--- src/usb_otg_defines.svh ---
// Offsets, field positions, reset values and timing counts of the OTG enable/status block
`ifndef USB_OTG_DEFINES_SVH
`define USB_OTG_DEFINES_SVH

// ============================================================
// Register byte offsets
`define OTG_FLAGS_OFFSET 8'h00
`define OTG_ENABLES_OFFSET 8'h04
`define OTG_STATUS_OFFSET 8'h08

// ============================================================
// Field positions, shared by flags, enables and status
`define OTG_BIT_ID 7
`define OTG_BIT_TIMER 6
`define OTG_BIT_LINE 5
`define OTG_BIT_ACTIVITY 4
`define OTG_BIT_SESSION 3
`define OTG_BIT_B_END 2
`define OTG_BIT_A_VBUS 0

// Implemented bits of flags and enables
`define OTG_IRQ_MASK 8'hFD
// Implemented bits of the status register
`define OTG_STATUS_MASK 8'hAD

// ============================================================
// Reset values
`define OTG_ENABLES_RESET 8'h00
`define OTG_FLAGS_RESET 8'h00
`define OTG_STATUS_RESET 8'h00

// ============================================================
// AXI response codes
`define OTG_RESP_OKAY 2'h0
`define OTG_RESP_DECERR 2'h3

// ============================================================
// Timing: one millisecond at the 20 ns bus clock, rounded up
`define OTG_CLK_PERIOD_NS 20
`define OTG_MS_NS 1000000
`define OTG_MS_CYCLES ((`OTG_MS_NS + `OTG_CLK_PERIOD_NS - 1) / `OTG_CLK_PERIOD_NS)

`endif

--- src/usb_otg_pkg.sv ---
// Types shared by the OTG enable/status block
package usb_otg_pkg;

    // ============================================================
    // Line and VBUS indicators arriving from the transceiver and comparators
    typedef struct packed {
        logic cable_id;          // High: no cable or type-B plug
        logic se0;               // Single-ended-zero line indicator
        logic j_line_indicator;  // J-state line indicator
        logic bus_activity;      // Wake activity on D+, D-, ID or VBUS
        logic session_valid;     // VBUS above session valid, A or B
        logic b_session_end;     // VBUS below session valid, B side
        logic a_vbus_valid;      // VBUS above session valid, A side
    } otg_line_t;

    // ============================================================
    // Read channel result
    typedef struct packed {
        logic [31:0] data;
        logic [1:0] resp;
    } otg_read_t;

endpackage : usb_otg_pkg
--- src/otg_line_sync.sv ---
// Two-stage synchroniser for the OTG line and comparator indicators
`timescale 1ns/10ps
module otg_line_sync (
    input wire logic mclk_i,
    input wire logic rst_i,
    input wire logic [6:0] async_i,
    output logic [6:0] sync_o
);

    // ============================================================
    // One two-flop chain per indicator
    genvar g;
    generate
        for (g = 0; g < 7; g++) begin : g_bit
            logic meta;  // First stage, read only by the second
            // Stage flops reset to a constant
            always_ff @(posedge mclk_i or posedge rst_i) begin
                if (rst_i) begin
                    meta <= 1'b0;
                    sync_o[g] <= 1'b0;
                end else begin
                    meta <= async_i[g];
                    sync_o[g] <= meta;
                end
            end
        end
    endgenerate

endmodule : otg_line_sync

--- src/usb_otg_irq_enable_status.sv ---
// OTG interrupt flags, enables and live line/VBUS status behind an AXI4-Lite slave
//
// Local design decisions: the AXI4-Lite register port and the placing of the registers.
`timescale 1ns/10ps
`include "usb_otg_defines.svh"

module usb_otg_irq_enable_status #(
    parameter int MS_CYCLES = `OTG_MS_CYCLES  // Cycles in one millisecond
) (
    input wire logic mclk_i,
    input wire logic rst_i,
    // AXI4-Lite write address
    input wire logic [7:0] s_axi_awaddr_i,
    input wire logic s_axi_awvalid_i,
    output logic s_axi_awready_o,
    // AXI4-Lite write data
    input wire logic [31:0] s_axi_wdata_i,
    input wire logic [3:0] s_axi_wstrb_i,
    input wire logic s_axi_wvalid_i,
    output logic s_axi_wready_o,
    // AXI4-Lite write response
    output logic [1:0] s_axi_bresp_o,
    output logic s_axi_bvalid_o,
    input wire logic s_axi_bready_i,
    // AXI4-Lite read address
    input wire logic [7:0] s_axi_araddr_i,
    input wire logic s_axi_arvalid_i,
    output logic s_axi_arready_o,
    // AXI4-Lite read data
    output logic [31:0] s_axi_rdata_o,
    output logic [1:0] s_axi_rresp_o,
    output logic s_axi_rvalid_o,
    input wire logic s_axi_rready_i,
    // Line and comparator indicators
    input wire usb_otg_pkg::otg_line_t line_i,
    // Level interrupt request
    output logic otg_irq_o
);
    import usb_otg_pkg::*;

    // ============================================================
    // Declarations
    otg_line_t line_s;            // Synchronised indicators
    otg_line_t line_d;            // Previous synchronised values
    logic [7:0] enables;          // Software interrupt enables
    logic [7:0] flags;            // Sticky event flags
    logic [7:0] set_flags;        // Events seen this cycle
    logic [7:0] clr_flags;        // Clears requested this cycle
    logic [7:0] status_byte;      // Live status image
    logic [15:0] ms_count;        // Free-running millisecond divider
    logic ms_tick;                // One-cycle pulse each millisecond
    logic [15:0] line_count;      // Cycles the line state has held
    logic [1:0] line_prev;        // Line state one cycle ago
    logic [1:0] line_last_stable; // Last line state recorded as stable
    logic line_stable_status;     // Held for at least one millisecond
    logic line_stable_hit;        // Pulse when the hold first completes
    logic [2:0] sync_fill;        // Ones shifted in while the synchroniser fills
    logic edges_live;             // Both line_s and line_d carry real pin levels
    logic aw_held;                // Write address captured
    logic w_held;                 // Write data captured
    logic [7:0] aw_addr;          // Captured write address
    logic [7:0] w_byte;           // Captured low data byte
    logic w_lane0;                // Captured strobe of lane 0
    logic do_write;               // Both halves present, response free
    logic ar_take;                // Read address handshake
    otg_read_t next_read;         // Decoded read answer

    // ============================================================
    // Synchronisers
    // two-flop synchronisers
    otg_line_sync u_sync (
        .mclk_i(mclk_i),
        .rst_i(rst_i),
        .async_i(line_i),
        .sync_o(line_s)
    );

    // Previous values for change detection, taken from synchronised side only
    always_ff @(posedge mclk_i or posedge rst_i) begin
        if (rst_i) begin
            line_d <= '0;
        end else begin
            line_d <= line_s;
        end
    end

    // Start-up guard for the change detectors
    // Synchroniser and delay stage reset to zero while idle pins may sit high,
    // so without it the first real level would pass for an ID or VBUS change
    always_ff @(posedge mclk_i or posedge rst_i) begin
        if (rst_i) begin
            sync_fill <= 3'h0;
        end else begin
            sync_fill <= {sync_fill[1:0], 1'b1};
        end
    end

    assign edges_live = sync_fill[2];

    // ============================================================
    // Millisecond timer
    // Free-running so the timer event is periodic regardless of line activity
    always_ff @(posedge mclk_i or posedge rst_i) begin
        if (rst_i) begin
            ms_count <= 16'h0000;
        end else if (ms_count == 16'(MS_CYCLES - 1)) begin
            ms_count <= 16'h0000;
        end else begin
            ms_count <= ms_count + 16'h0001;
        end
    end

    assign ms_tick = (ms_count == 16'(MS_CYCLES - 1));

    // ============================================================
    // Line-state stability watch
    // count cycles the line holds
    always_ff @(posedge mclk_i or posedge rst_i) begin
        if (rst_i) begin
            line_prev <= 2'h0;
            line_count <= 16'h0000;
            line_stable_status <= 1'b0;
        end else begin
            line_prev <= {line_s.se0, line_s.j_line_indicator};
            if ({line_s.se0, line_s.j_line_indicator} != line_prev) begin
                // Any movement restarts the window
                line_count <= 16'h0000;
                line_stable_status <= 1'b0;
            end else if (line_count == 16'(MS_CYCLES - 1)) begin
                // Saturate; status stays up while the line holds
                line_stable_status <= 1'b1;
            end else begin
                line_count <= line_count + 16'h0001;
            end
        end
    end

    // First cycle the millisecond hold completes
    assign line_stable_hit = !line_stable_status
        && ({line_s.se0, line_s.j_line_indicator} == line_prev)
        && (line_count == 16'(MS_CYCLES - 1));

    always_ff @(posedge mclk_i or posedge rst_i) begin
        if (rst_i) begin
            line_last_stable <= 2'h0;
        end else if (line_stable_hit) begin
            line_last_stable <= line_prev;
        end
    end

    // ============================================================
    // Event detection
    // hardware set sources
    always_comb begin
        set_flags = 8'h00;
        // Either direction of the ID pin is a change
        set_flags[`OTG_BIT_ID] = edges_live && (line_s.cable_id ^ line_d.cable_id);
        set_flags[`OTG_BIT_TIMER] = ms_tick;
        // only a stable state unlike the last
        set_flags[`OTG_BIT_LINE] = line_stable_hit && (line_prev != line_last_stable);
        // Activity is a wake request, so rising edge only
        set_flags[`OTG_BIT_ACTIVITY] = edges_live && line_s.bus_activity && !line_d.bus_activity;
        set_flags[`OTG_BIT_SESSION] = edges_live && (line_s.session_valid ^ line_d.session_valid);
        set_flags[`OTG_BIT_B_END] = edges_live && (line_s.b_session_end ^ line_d.b_session_end);
        set_flags[`OTG_BIT_A_VBUS] = edges_live && (line_s.a_vbus_valid ^ line_d.a_vbus_valid);
    end

    // ============================================================
    // Live status image
    always_comb begin
        status_byte = `OTG_STATUS_RESET;
        status_byte[`OTG_BIT_ID] = line_s.cable_id;
        status_byte[`OTG_BIT_LINE] = line_stable_status;
        status_byte[`OTG_BIT_SESSION] = line_s.session_valid;
        status_byte[`OTG_BIT_B_END] = line_s.b_session_end;
        status_byte[`OTG_BIT_A_VBUS] = line_s.a_vbus_valid;
    end

    // ============================================================
    // AXI write channel capture
    // Address and data may arrive in either order; each is held until both meet
    assign s_axi_awready_o = !aw_held && !s_axi_bvalid_o;
    assign s_axi_wready_o = !w_held && !s_axi_bvalid_o;
    assign do_write = aw_held && w_held && !s_axi_bvalid_o;

    // Address half
    always_ff @(posedge mclk_i or posedge rst_i) begin
        if (rst_i) begin
            aw_held <= 1'b0;
            aw_addr <= 8'h00;
        end else if (s_axi_awvalid_i && s_axi_awready_o) begin
            aw_held <= 1'b1;
            aw_addr <= s_axi_awaddr_i;
        end else if (do_write) begin
            aw_held <= 1'b0;
        end
    end

    // Data half; upper lanes are dropped since bits 31..8 do not exist
    always_ff @(posedge mclk_i or posedge rst_i) begin
        if (rst_i) begin
            w_held <= 1'b0;
            w_byte <= 8'h00;
            w_lane0 <= 1'b0;
        end else if (s_axi_wvalid_i && s_axi_wready_o) begin
            w_held <= 1'b1;
            w_byte <= s_axi_wdata_i[7:0];
            w_lane0 <= s_axi_wstrb_i[0];
        end else if (do_write) begin
            w_held <= 1'b0;
        end
    end

    // Write response, one cycle after both halves meet
    always_ff @(posedge mclk_i or posedge rst_i) begin
        if (rst_i) begin
            s_axi_bvalid_o <= 1'b0;
            s_axi_bresp_o <= `OTG_RESP_OKAY;
        end else if (do_write) begin
            s_axi_bvalid_o <= 1'b1;
            if (aw_addr == `OTG_FLAGS_OFFSET) begin
                s_axi_bresp_o <= `OTG_RESP_OKAY;
            end else if (aw_addr == `OTG_ENABLES_OFFSET) begin
                s_axi_bresp_o <= `OTG_RESP_OKAY;
            end else if (aw_addr == `OTG_STATUS_OFFSET) begin
                s_axi_bresp_o <= `OTG_RESP_OKAY;
            end else begin
                s_axi_bresp_o <= `OTG_RESP_DECERR;
            end
        end else if (s_axi_bready_i) begin
            s_axi_bvalid_o <= 1'b0;
        end
    end

    // ============================================================
    // Enable register
    // bit 7 stored
    always_ff @(posedge mclk_i or posedge rst_i) begin
        if (rst_i) begin
            enables <= `OTG_ENABLES_RESET;
        end else if (do_write && w_lane0 && aw_addr == `OTG_ENABLES_OFFSET) begin
            enables <= w_byte & `OTG_IRQ_MASK;
        end
    end

    // ============================================================
    // Flag clearing: write one, or a read of the flag register
    always_comb begin
        clr_flags = 8'h00;
        if (do_write && w_lane0 && aw_addr == `OTG_FLAGS_OFFSET) begin
            clr_flags = w_byte;
        end
        // A read hands the bits to software, so they are cleared too
        if (ar_take && s_axi_araddr_i == `OTG_FLAGS_OFFSET) begin
            clr_flags = 8'hFF;
        end
    end

    // Sticky flags; a same-cycle event beats its clear so none is lost
    always_ff @(posedge mclk_i or posedge rst_i) begin
        if (rst_i) begin
            flags <= `OTG_FLAGS_RESET;
        end else begin
            flags <= ((flags & ~clr_flags) | set_flags) & `OTG_IRQ_MASK;
        end
    end

    // ============================================================
    // Interrupt output
    // any enabled flag raises request
    always_ff @(posedge mclk_i or posedge rst_i) begin
        if (rst_i) begin
            otg_irq_o <= 1'b0;
        end else begin
            otg_irq_o <= |(((flags & ~clr_flags) | set_flags) & enables & `OTG_IRQ_MASK);
        end
    end

    // ============================================================
    // AXI read channel
    // One read at a time; address is refused while an answer waits
    assign s_axi_arready_o = !s_axi_rvalid_o;
    assign ar_take = s_axi_arvalid_i && s_axi_arready_o;

    // Read decode
    always_comb begin
        next_read.resp = `OTG_RESP_OKAY;
        next_read.data = 32'h00000000;
        if (s_axi_araddr_i == `OTG_FLAGS_OFFSET) begin
            next_read.data[7:0] = flags;
        end else if (s_axi_araddr_i == `OTG_ENABLES_OFFSET) begin
            next_read.data[7:0] = enables;
        end else if (s_axi_araddr_i == `OTG_STATUS_OFFSET) begin
            next_read.data[7:0] = status_byte & `OTG_STATUS_MASK;
        end else begin
            next_read.resp = `OTG_RESP_DECERR;
        end
    end

    // Read answer held until the master takes it
    always_ff @(posedge mclk_i or posedge rst_i) begin
        if (rst_i) begin
            s_axi_rvalid_o <= 1'b0;
            s_axi_rdata_o <= 32'h00000000;
            s_axi_rresp_o <= `OTG_RESP_OKAY;
        end else if (ar_take) begin
            s_axi_rvalid_o <= 1'b1;
            s_axi_rdata_o <= next_read.data;
            s_axi_rresp_o <= next_read.resp;
        end else if (s_axi_rready_i) begin
            s_axi_rvalid_o <= 1'b0;
        end
    end

endmodule : usb_otg_irq_enable_status

--- config.mk ---
export PLATFORM = sky130hd
export DESIGN_NAME = usb_otg_irq_enable_status
export DESIGN_NICKNAME = d
export VERILOG_FILES = /design/src/usb_otg_pkg.sv /design/src/otg_line_sync.sv /design/src/usb_otg_irq_enable_status.sv
export VERILOG_INCLUDE_DIRS = /design/src
export SDC_FILE = /design/constraint.sdc
export NUM_CORES = 1
export LEC_CHECK = 0
export ABC_AREA = 1
export BUFFER_PORTS_ARGS = -buffer_cell sky130_fd_sc_hd__buf_2
export CAP_MARGIN = 10
export CELL_PAD_IN_SITES_DETAIL_PLACEMENT = 0
export CELL_PAD_IN_SITES_GLOBAL_PLACEMENT = 1
export CORE_MARGIN = 1
export CORE_UTILIZATION = 35
export CTS_CLUSTER_SIZE = 40
export DETAILED_ROUTE_END_ITERATION = 12
export PLACE_DENSITY = 0.76
export SYNTH_ARGS = -nofsm -noshare
export SYNTH_HDL_FRONTEND = slang
export SYNTH_SLANG_ARGS = --single-unit
export TNS_END_PERCENT = 50
--- constraint.sdc ---
create_clock -name mclk_i -period 10.8 [get_ports mclk_i]
set_input_delay 2.16 -clock mclk_i [delete_from_list [all_inputs] [get_ports mclk_i]]
set_output_delay 2.16 -clock mclk_i [all_outputs]
set_load 0.005 [all_outputs]
==> reports/metrics.csv, run 1 <==
stage;metric;value;unit
final_layout;diodes;0;
floorplan;core_area;12800;µm²
routing;viasPerCell;4.60;
cts;hold_buffers;0;
sta;relSlewSlack;41.9;%
final_layout;drive_gt1_share;18.9;%
grt;gr-usage-met2;23.5;%
worst_setup_path;endpoint_kind;flip-flop;
floorplan;die-area;13800;µm²
routing;drt_iter0_drc;188;
final_layout;final_cells;721;
routing;routedWlPerCell;12.3;µm
grt;busiest_layer;met2;
sta;setup_viol;0;
flow_run;maxCapViolCount;0;
sta;drv_slew;0;
logic_synthesis;avgSynthCellArea;9.55;µm²
grt;met3_usage;4.33;%
final_layout;fillCellCount;1250;
floorplan;io-pin-count;108;
cts;path_clk_slew;60;ps
grt;grt_use_total;14.0;%
final_layout;area_growth;14.2;%
power_and_ir_drop;leakage;2.55;nW
floorplan;row_count;41;
final_layout;layout_common_cells;103 x dfrtp_1, 96 x nand2_1, 54 x buf_2;
worst_setup_path;path_cells;buf_2 > nand2_1 > clkinv_1 > nand2_4 > nand3_1 > nand2_1 > nand2_1 > nand2_1 > nor2_1 > nand2_1;
logic_synthesis;yosys_warnings;0;
placement;dp.cells;707;
sta;hold_viol;0;
sta;rsz0062_at_grt;no;
grt;grt_antenna_before_repair;0;
grt;grt_pass1_wl;14600;µm
sta;period_minus_slack;3450;ps
logic_synthesis;syn_inst;487;
routing;wirelength;8860;µm
grt;grt_pass1_vias;3208;
worst_setup_path;ff2ff_setup_slack;8860;ps
placement;io_buffers;54;
cts;cts_setup_buffers;0;
sta;fmax;290;MHz
sta;tns;0;ps
sta;clock_skew;6.93;ps
grt;grtUsageMet1;16.9;%
cts;cts_htree_levels;3;
sta;finalCritPeriodShare;32.0;%
routing;vias;3313;
logic_synthesis;netlist_area;4650;µm²
cts;cts_buffer_depth;2;
worst_setup_path;startpoint_type;primary input;
cts;cts_buffers;9;
worst_setup_path;critPathKind;primary input to flip-flop;
worst_setup_path;crit_fanout;11;
placement;place.gp.congestion;0.784;
final_layout;final_common_cell;dfrtp_1;
grt;grt_start_max_net_pins;70;
floorplan;die_h;117;µm
worst_setup_path;critPathMostFrequentCell;nand2_1;
power_and_ir_drop;power-per-cell-area;182;nW/µm²
cts;clock_sinks;103;
routing;drtPass1Iterations;4;
grt;overflow;0;
worst_hold_path;hp-class;flip-flop to flip-flop;
routing;drtAntennaViolNets;0;
cts;cts_tree;yes;
cts;insertion_delay;350;ps
logic_synthesis;synthDistinctLibCells;39;
logic_synthesis;synth-seq-area-share;55.4;%
routing;drc;0;
sta;hold_ws;348;ps
power_and_ir_drop;vdd_drop_max;85.7;µV
floorplan;die_w;117;µm
logic_synthesis;synth_seq_cells;103;
worst_setup_path;arrival;3740;ps
outcome;outcome;finished clean;
floorplan;start_util;36.4;%
final_layout;finalNetCount;614;
worst_setup_path;required;11080;ps
cts;cts_resized;0;
sta;worst_pin_slew;872;ps
worst_setup_path;cp_slowest_cell;clkinv_1;
cts;clockRootBuffer;clkbuf_16;
worst_setup_path;cp_slowest_stage_delay;460;ps
placement;dp_hpwl;6350;µm
==> cell families (layout without fill, tap and decap cells) <==
group / Yosys count / after routing / share of synthesized area, %
compound gates: 45 / 45 / 5.33
xor+xnor: 15 / 15 / 2.82
fa+ha+maj: 2 / 2 / 0.538
buf+inv: 70 / 108 / 8.18
flops: 103 / 103 / 55.4
mux: 15 / 15 / 3.63
other cells: 2 / 26 / 0.161
simple gates: 235 / 235 / 23.9
==> Yosys cell counts, drive strengths merged <==
cell    instances  area share (%)
a211oi          2            0.32
a21oi          18             1.9
a31oi           7            0.94
a32o            1            0.22
and3            1            0.13
buf            30             4.9
clkbuf          1           0.081
clkinv          1           0.081
conb            2            0.16
dfrtp         103              55
ha              2            0.54
inv            38             3.1
mux2           15             3.6
nand2         101             8.5
nand2b          4            0.54
nand3          48             5.5
nand3b          1            0.16
nand4           6            0.81
nor2           61             6.1
nor3            8             1.1
nor3b           1            0.16
nor4            1            0.13
nor4b           1            0.51
o211ai          1            0.16
o21ai          15             1.6
o22ai           1            0.13
or2             2            0.27
xnor2           5            0.94
xor2           10             1.9
==> path summary, 6_finish.rpt <==
kind                                      start                   end  depth (start not counted)
worst max register to register   s_axi_rvalid_o             otg_irq_o                         10
worst max-delay path            s_axi_arvalid_i             otg_irq_o                         10
min in group asynchronous                 rst_i  u_sync.g_bit[4].meta                          2
worst min register to register     sync_fill[1]          sync_fill[2]                          0
max in group asynchronous                 rst_i        line_count[12]                          3
worst min-delay path               sync_fill[1]          sync_fill[2]                          0
==> stage by stage <==
| stage | cell area (µm²) | utilization [%] | worst slack [ps] | total power [mW] |
|---|---|---|---|---|
| 2_1_floorplan | 4740 | - | 5940 | 0.598 |
| 3_3_place_gp | 5000 | 39.2 | 7000 | 0.632 |
| 3_5_place_dp | 5000 | 39.2 | 6960 | 0.642 |
| 4_1_cts | 5310 | 41.6 | 7310 | 0.983 |
| 5_1_grt | 5310 | 41.6 | 7200 | 1.03 |
| 6_report | 5310 | 41.6 | 7350 | 0.968 |
==> sequential cells by signal (all words and copies together), names as in the netlist, 2 cells and up <==
register / cells
ms_count: 16
aw_addr: 8
u_sync.sync_o: 7
line_prev: 2
sync_fill: 3
u_sync.g_bit.meta: 7
line_last_stable: 2
line_d: 5
s_axi_rdata_o: 7
line_count: 16
w_byte: 7
flags: 7
enables: 7
==> report_power, final <==
group	internal [mW]	total, mW	switching, mW	leakage, nW
combinational	0.0686	0.149	0.0801	1.12
sequential	0.441	0.482	0.0406	1.27
clock	0.201	0.337	0.136	0.152
total	0.711	0.968	0.257	2.55
==> metal layers <==
layer	wire (µm)	share of wire (%)
met4	152	1.7
met3	425	4.8
met2	4350	49
met5	0	0
met1	3940	44
==> area by class of cell <==
| type | count | area (µm²) | share of cell area [%] |
|---|---|---|---|
| sequential | 103 | 2580 | 48.5 |
| multi-input combinational | 338 | 1780 | 33.6 |
| timing repair buffer | 55 | 278 | 5.23 |
| clock buffer | 9 | 225 | 4.24 |
| tap | 172 | 215 | 4.05 |
| inverter | 39 | 149 | 2.80 |
| clock inverter | 5 | 82.6 | 1.56 |
==> critical path: cells and delay by family <==
| kind | cells | cell delay (ps) |
|---|---|---|
| buffers and inverters | 2 | 550 |
| AND/OR/NAND/NOR | 8 | 1040 |
Note: power is estimated with default switching activity, not from simulation.
==> run 2: changes to the inputs <==
ABC_AREA = 0   (was 1)
PLACE_DENSITY = 0.77   (was 0.76)
clock period = 3.1 ns   (was 10.8 ns; I/O delays follow)
==> run 2 against run 1 <==
Effect of this change: cell count decreased by 12%; cell area is 0.80% lower; wire length shrank 6.2%; critical endpoint unchanged; largest cell class unchanged; largest power group unchanged; highest routed layer unchanged.
==> reports/metrics.csv, run 2 <==
stage;metric;value;unit
routing;vias;2967;
sta;finalCritPeriodShare;70.5;%
sta;hold_ws;343;ps
floorplan;io-pin-count;108;
sta;drv_slew;0;
cts;hold_buffers;0;
cts;cts_tree;yes;
cts;clockRootBuffer;clkbuf_16;
sta;setup_viol;0;
placement;dp_hpwl;5710;µm
final_layout;layout_common_cells;103 x dfrtp_1, 54 x buf_2, 41 x nor2_1;
cts;cts_setup_buffers;0;
logic_synthesis;yosys-top-cells-count;103 x dfrtp_1, 41 x nor2_1, 29 x nand2_1, 27 x buf_4, 25 x mux2_2;
final_layout;finalNetCount;524;
floorplan;die_w;116;µm
routing;wirelength;8310;µm
worst_setup_path;startpoint_type;flip-flop;
logic_synthesis;syn_inst;404;
sta;rsz0062_at_grt;no;
grt;grt_use_total;14.0;%
placement;place.gp.congestion;0.777;
final_layout;final_common_cell;dfrtp_1;
worst_setup_path;r2r-start;aw_addr[4];
placement;place_ws;635;ps
cts;cts_buffers;9;
cts;cts_buffer_depth;2;
power_and_ir_drop;vdd_drop_max;335;µV
cts;path_clk_slew;80;ps
routing;drtAntennaViolNets;0;
sta;hold_viol;0;
power_and_ir_drop;leakage;2.38;nW
logic_synthesis;avgSynthCellArea;11.4;µm²
power_and_ir_drop;power-per-cell-area;640;nW/µm²
worst_setup_path;ff2ff_setup_slack;910;ps
worst_setup_path;cp_slowest_stage_delay;570;ps
logic_synthesis;synth_seq_cells;103;
cts;cts_htree_levels;3;
sta;fmax;457;MHz
worst_setup_path;timing.rr.end;otg_irq_o;
placement;place_area;4930;µm²
logic_synthesis;synthTopCellsByArea;dfrtp_1 56%, mux2_2 6.1%, buf_4 4.4%;
worst_setup_path;path_cells;or4_4 > nor4_4 > buf_4 > a2111oi_0 > a211oi_1 > nand4_1;
floorplan;die-area;13600;µm²
floorplan;die_h;116;µm
sta;relSlewSlack;60.6;%
worst_setup_path;cp_slowest_cell;or4_4;
logic_synthesis;ys.flop_type;dfrtp_1;
flow_run;maxCapViolCount;0;
logic_synthesis;synthDistinctLibCells;51;
worst_hold_path;hp-class;flip-flop to flip-flop;
worst_setup_path;startpoint;aw_addr[4];
worst_setup_path;reg2reg_depth;6;
sta;period_minus_slack;2190;ps
placement;io_buffers;54;
final_layout;diodes;0;
sta;tns;0;ps
worst_setup_path;worstSetupEndpoint;otg_irq_o;
outcome;outcome;finished clean;
final_layout;multi_input_area;1790;µm²
grt;grt_start_max_net_pins;104;
worst_setup_path;crit_fanout;11;
logic_synthesis;synthMostInstantiatedCell;dfrtp_1;
logic_synthesis;synth_edf_count;0;
worst_setup_path;required;3320;ps
logic_synthesis;async_flop_share;100;%
worst_setup_path;arrival;2410;ps
grt;grt_antenna_before_repair;0;
logic_synthesis;yosysTopAreaCell;dfrtp_1;
sta;worst_pin_slew;586;ps
routing;routedWlPerCell;13.1;µm
worst_setup_path;critPathKind;flip-flop to flip-flop;
logic_synthesis;netlist_area;4590;µm²
logic_synthesis;synth-seq-area-share;56.2;%
cts;insertion_delay;350;ps
routing;drt_iter0_drc;131;
sta;clock_skew;11.4;ps
worst_setup_path;endpoint_kind;flip-flop;
floorplan;row_count;41;
power_and_ir_drop;power;3.37;mW
final_layout;design_area;5270;µm²
final_layout;reg_top3;line_count x16, ms_count x16, aw_addr x8;
grt;overflow;0;
logic_synthesis;post-synth-top-area-fraction;56.2;%
grt;grt_pass1_wl;14400;µm
logic_synthesis;yosys_warnings;0;
grt;grt_pass1_vias;2974;
final_layout;area_growth;14.9;%
final_layout;regArea;2580;µm²
cts;clock_sinks;103;
floorplan;start_util;36.0;%
sta;finalWorstSetupSlack;913;ps
routing;viasPerCell;4.69;
routing;drc;0;
worst_hold_path;worstHoldStart;sync_fill[0];
routing;drtPass1Iterations;4;
cts;cts_resized;0;
floorplan;core_area;12700;µm²
final_layout;drive_gt1_share;23.4;%
final_layout;fillCellCount;1247;
-- run 2: cell type report --
class / instances / area share, %
Timing Repair Buffer: 56 / 5.65
Sequential cell: 103 / 48.9
Multi-Input combinational cell: 274 / 34.0
Tap cell: 172 / 4.09
Clock buffer: 9 / 4.28
Inverter: 12 / 0.926
Clock inverter: 7 / 2.16
-- run 2: critical path, delay by kind of cell (launching register included) --
kind                   cells  cell delay (ps)
AND/OR/NAND/NOR            3             1000
AO/OA/AOI/OAI              2              450
flip-flops                 1              380
buffers and inverters      1              230
-- run 2: worst min-delay path by stage --
stage,end,slack [ps],depth (start not counted)
final,sync_fill[1],340,0
after global routing,sync_fill[1],350,0
after CTS,sync_fill[1],350,0
after detailed placement,sync_fill[1],340,0
after global placement,sync_fill[2],330,0
after floorplan,sync_fill[1],330,0
-- run 2: routing by layer --
layer | global-route usage [%] | vias to the layer above | wire (µm) | part of all wire, %
li1 | - | 1444 | - | -
met2 | 20.4 | 61 | 3730 | 45
met1 | 19.4 | 1449 | 4120 | 50
met3 | 2.70 | 13 | 258 | 3.1
met5 | 0 | - | 0 | 0
met4 | 8.21 | 0 | 200 | 2.4
-- run 2: logic make-up (layout without fill, tap and decap cells) --
group	count (synthesis)	in the layout	synth area share (%)
adders and majority gates	2	2	0.546
muxes	33	33	7.89
other	2	26	0.164
xor gates and xnor gates	32	32	6.11
buffers and inverters	51	84	6.74
AOI/OAI and AO/OA	46	46	6.77
DFF	103	103	56.2
and+or+nand+nor	135	135	15.6
-- run 2: through the flow --
step | utilization [%] | cells
after global routing | 41.4 | 633
after global placement | 38.7 | 617
final | 41.4 | 633
after CTS | 41.4 | 633
after detailed placement | 38.7 | 617
after floorplan | - | 428
-- run 2: power breakdown --
group / internal [mW] / switching [mW]
registers: 1.52 / 0.141
logic: 0.242 / 0.216
clock network: 0.727 / 0.529
total: 2.48 / 0.886
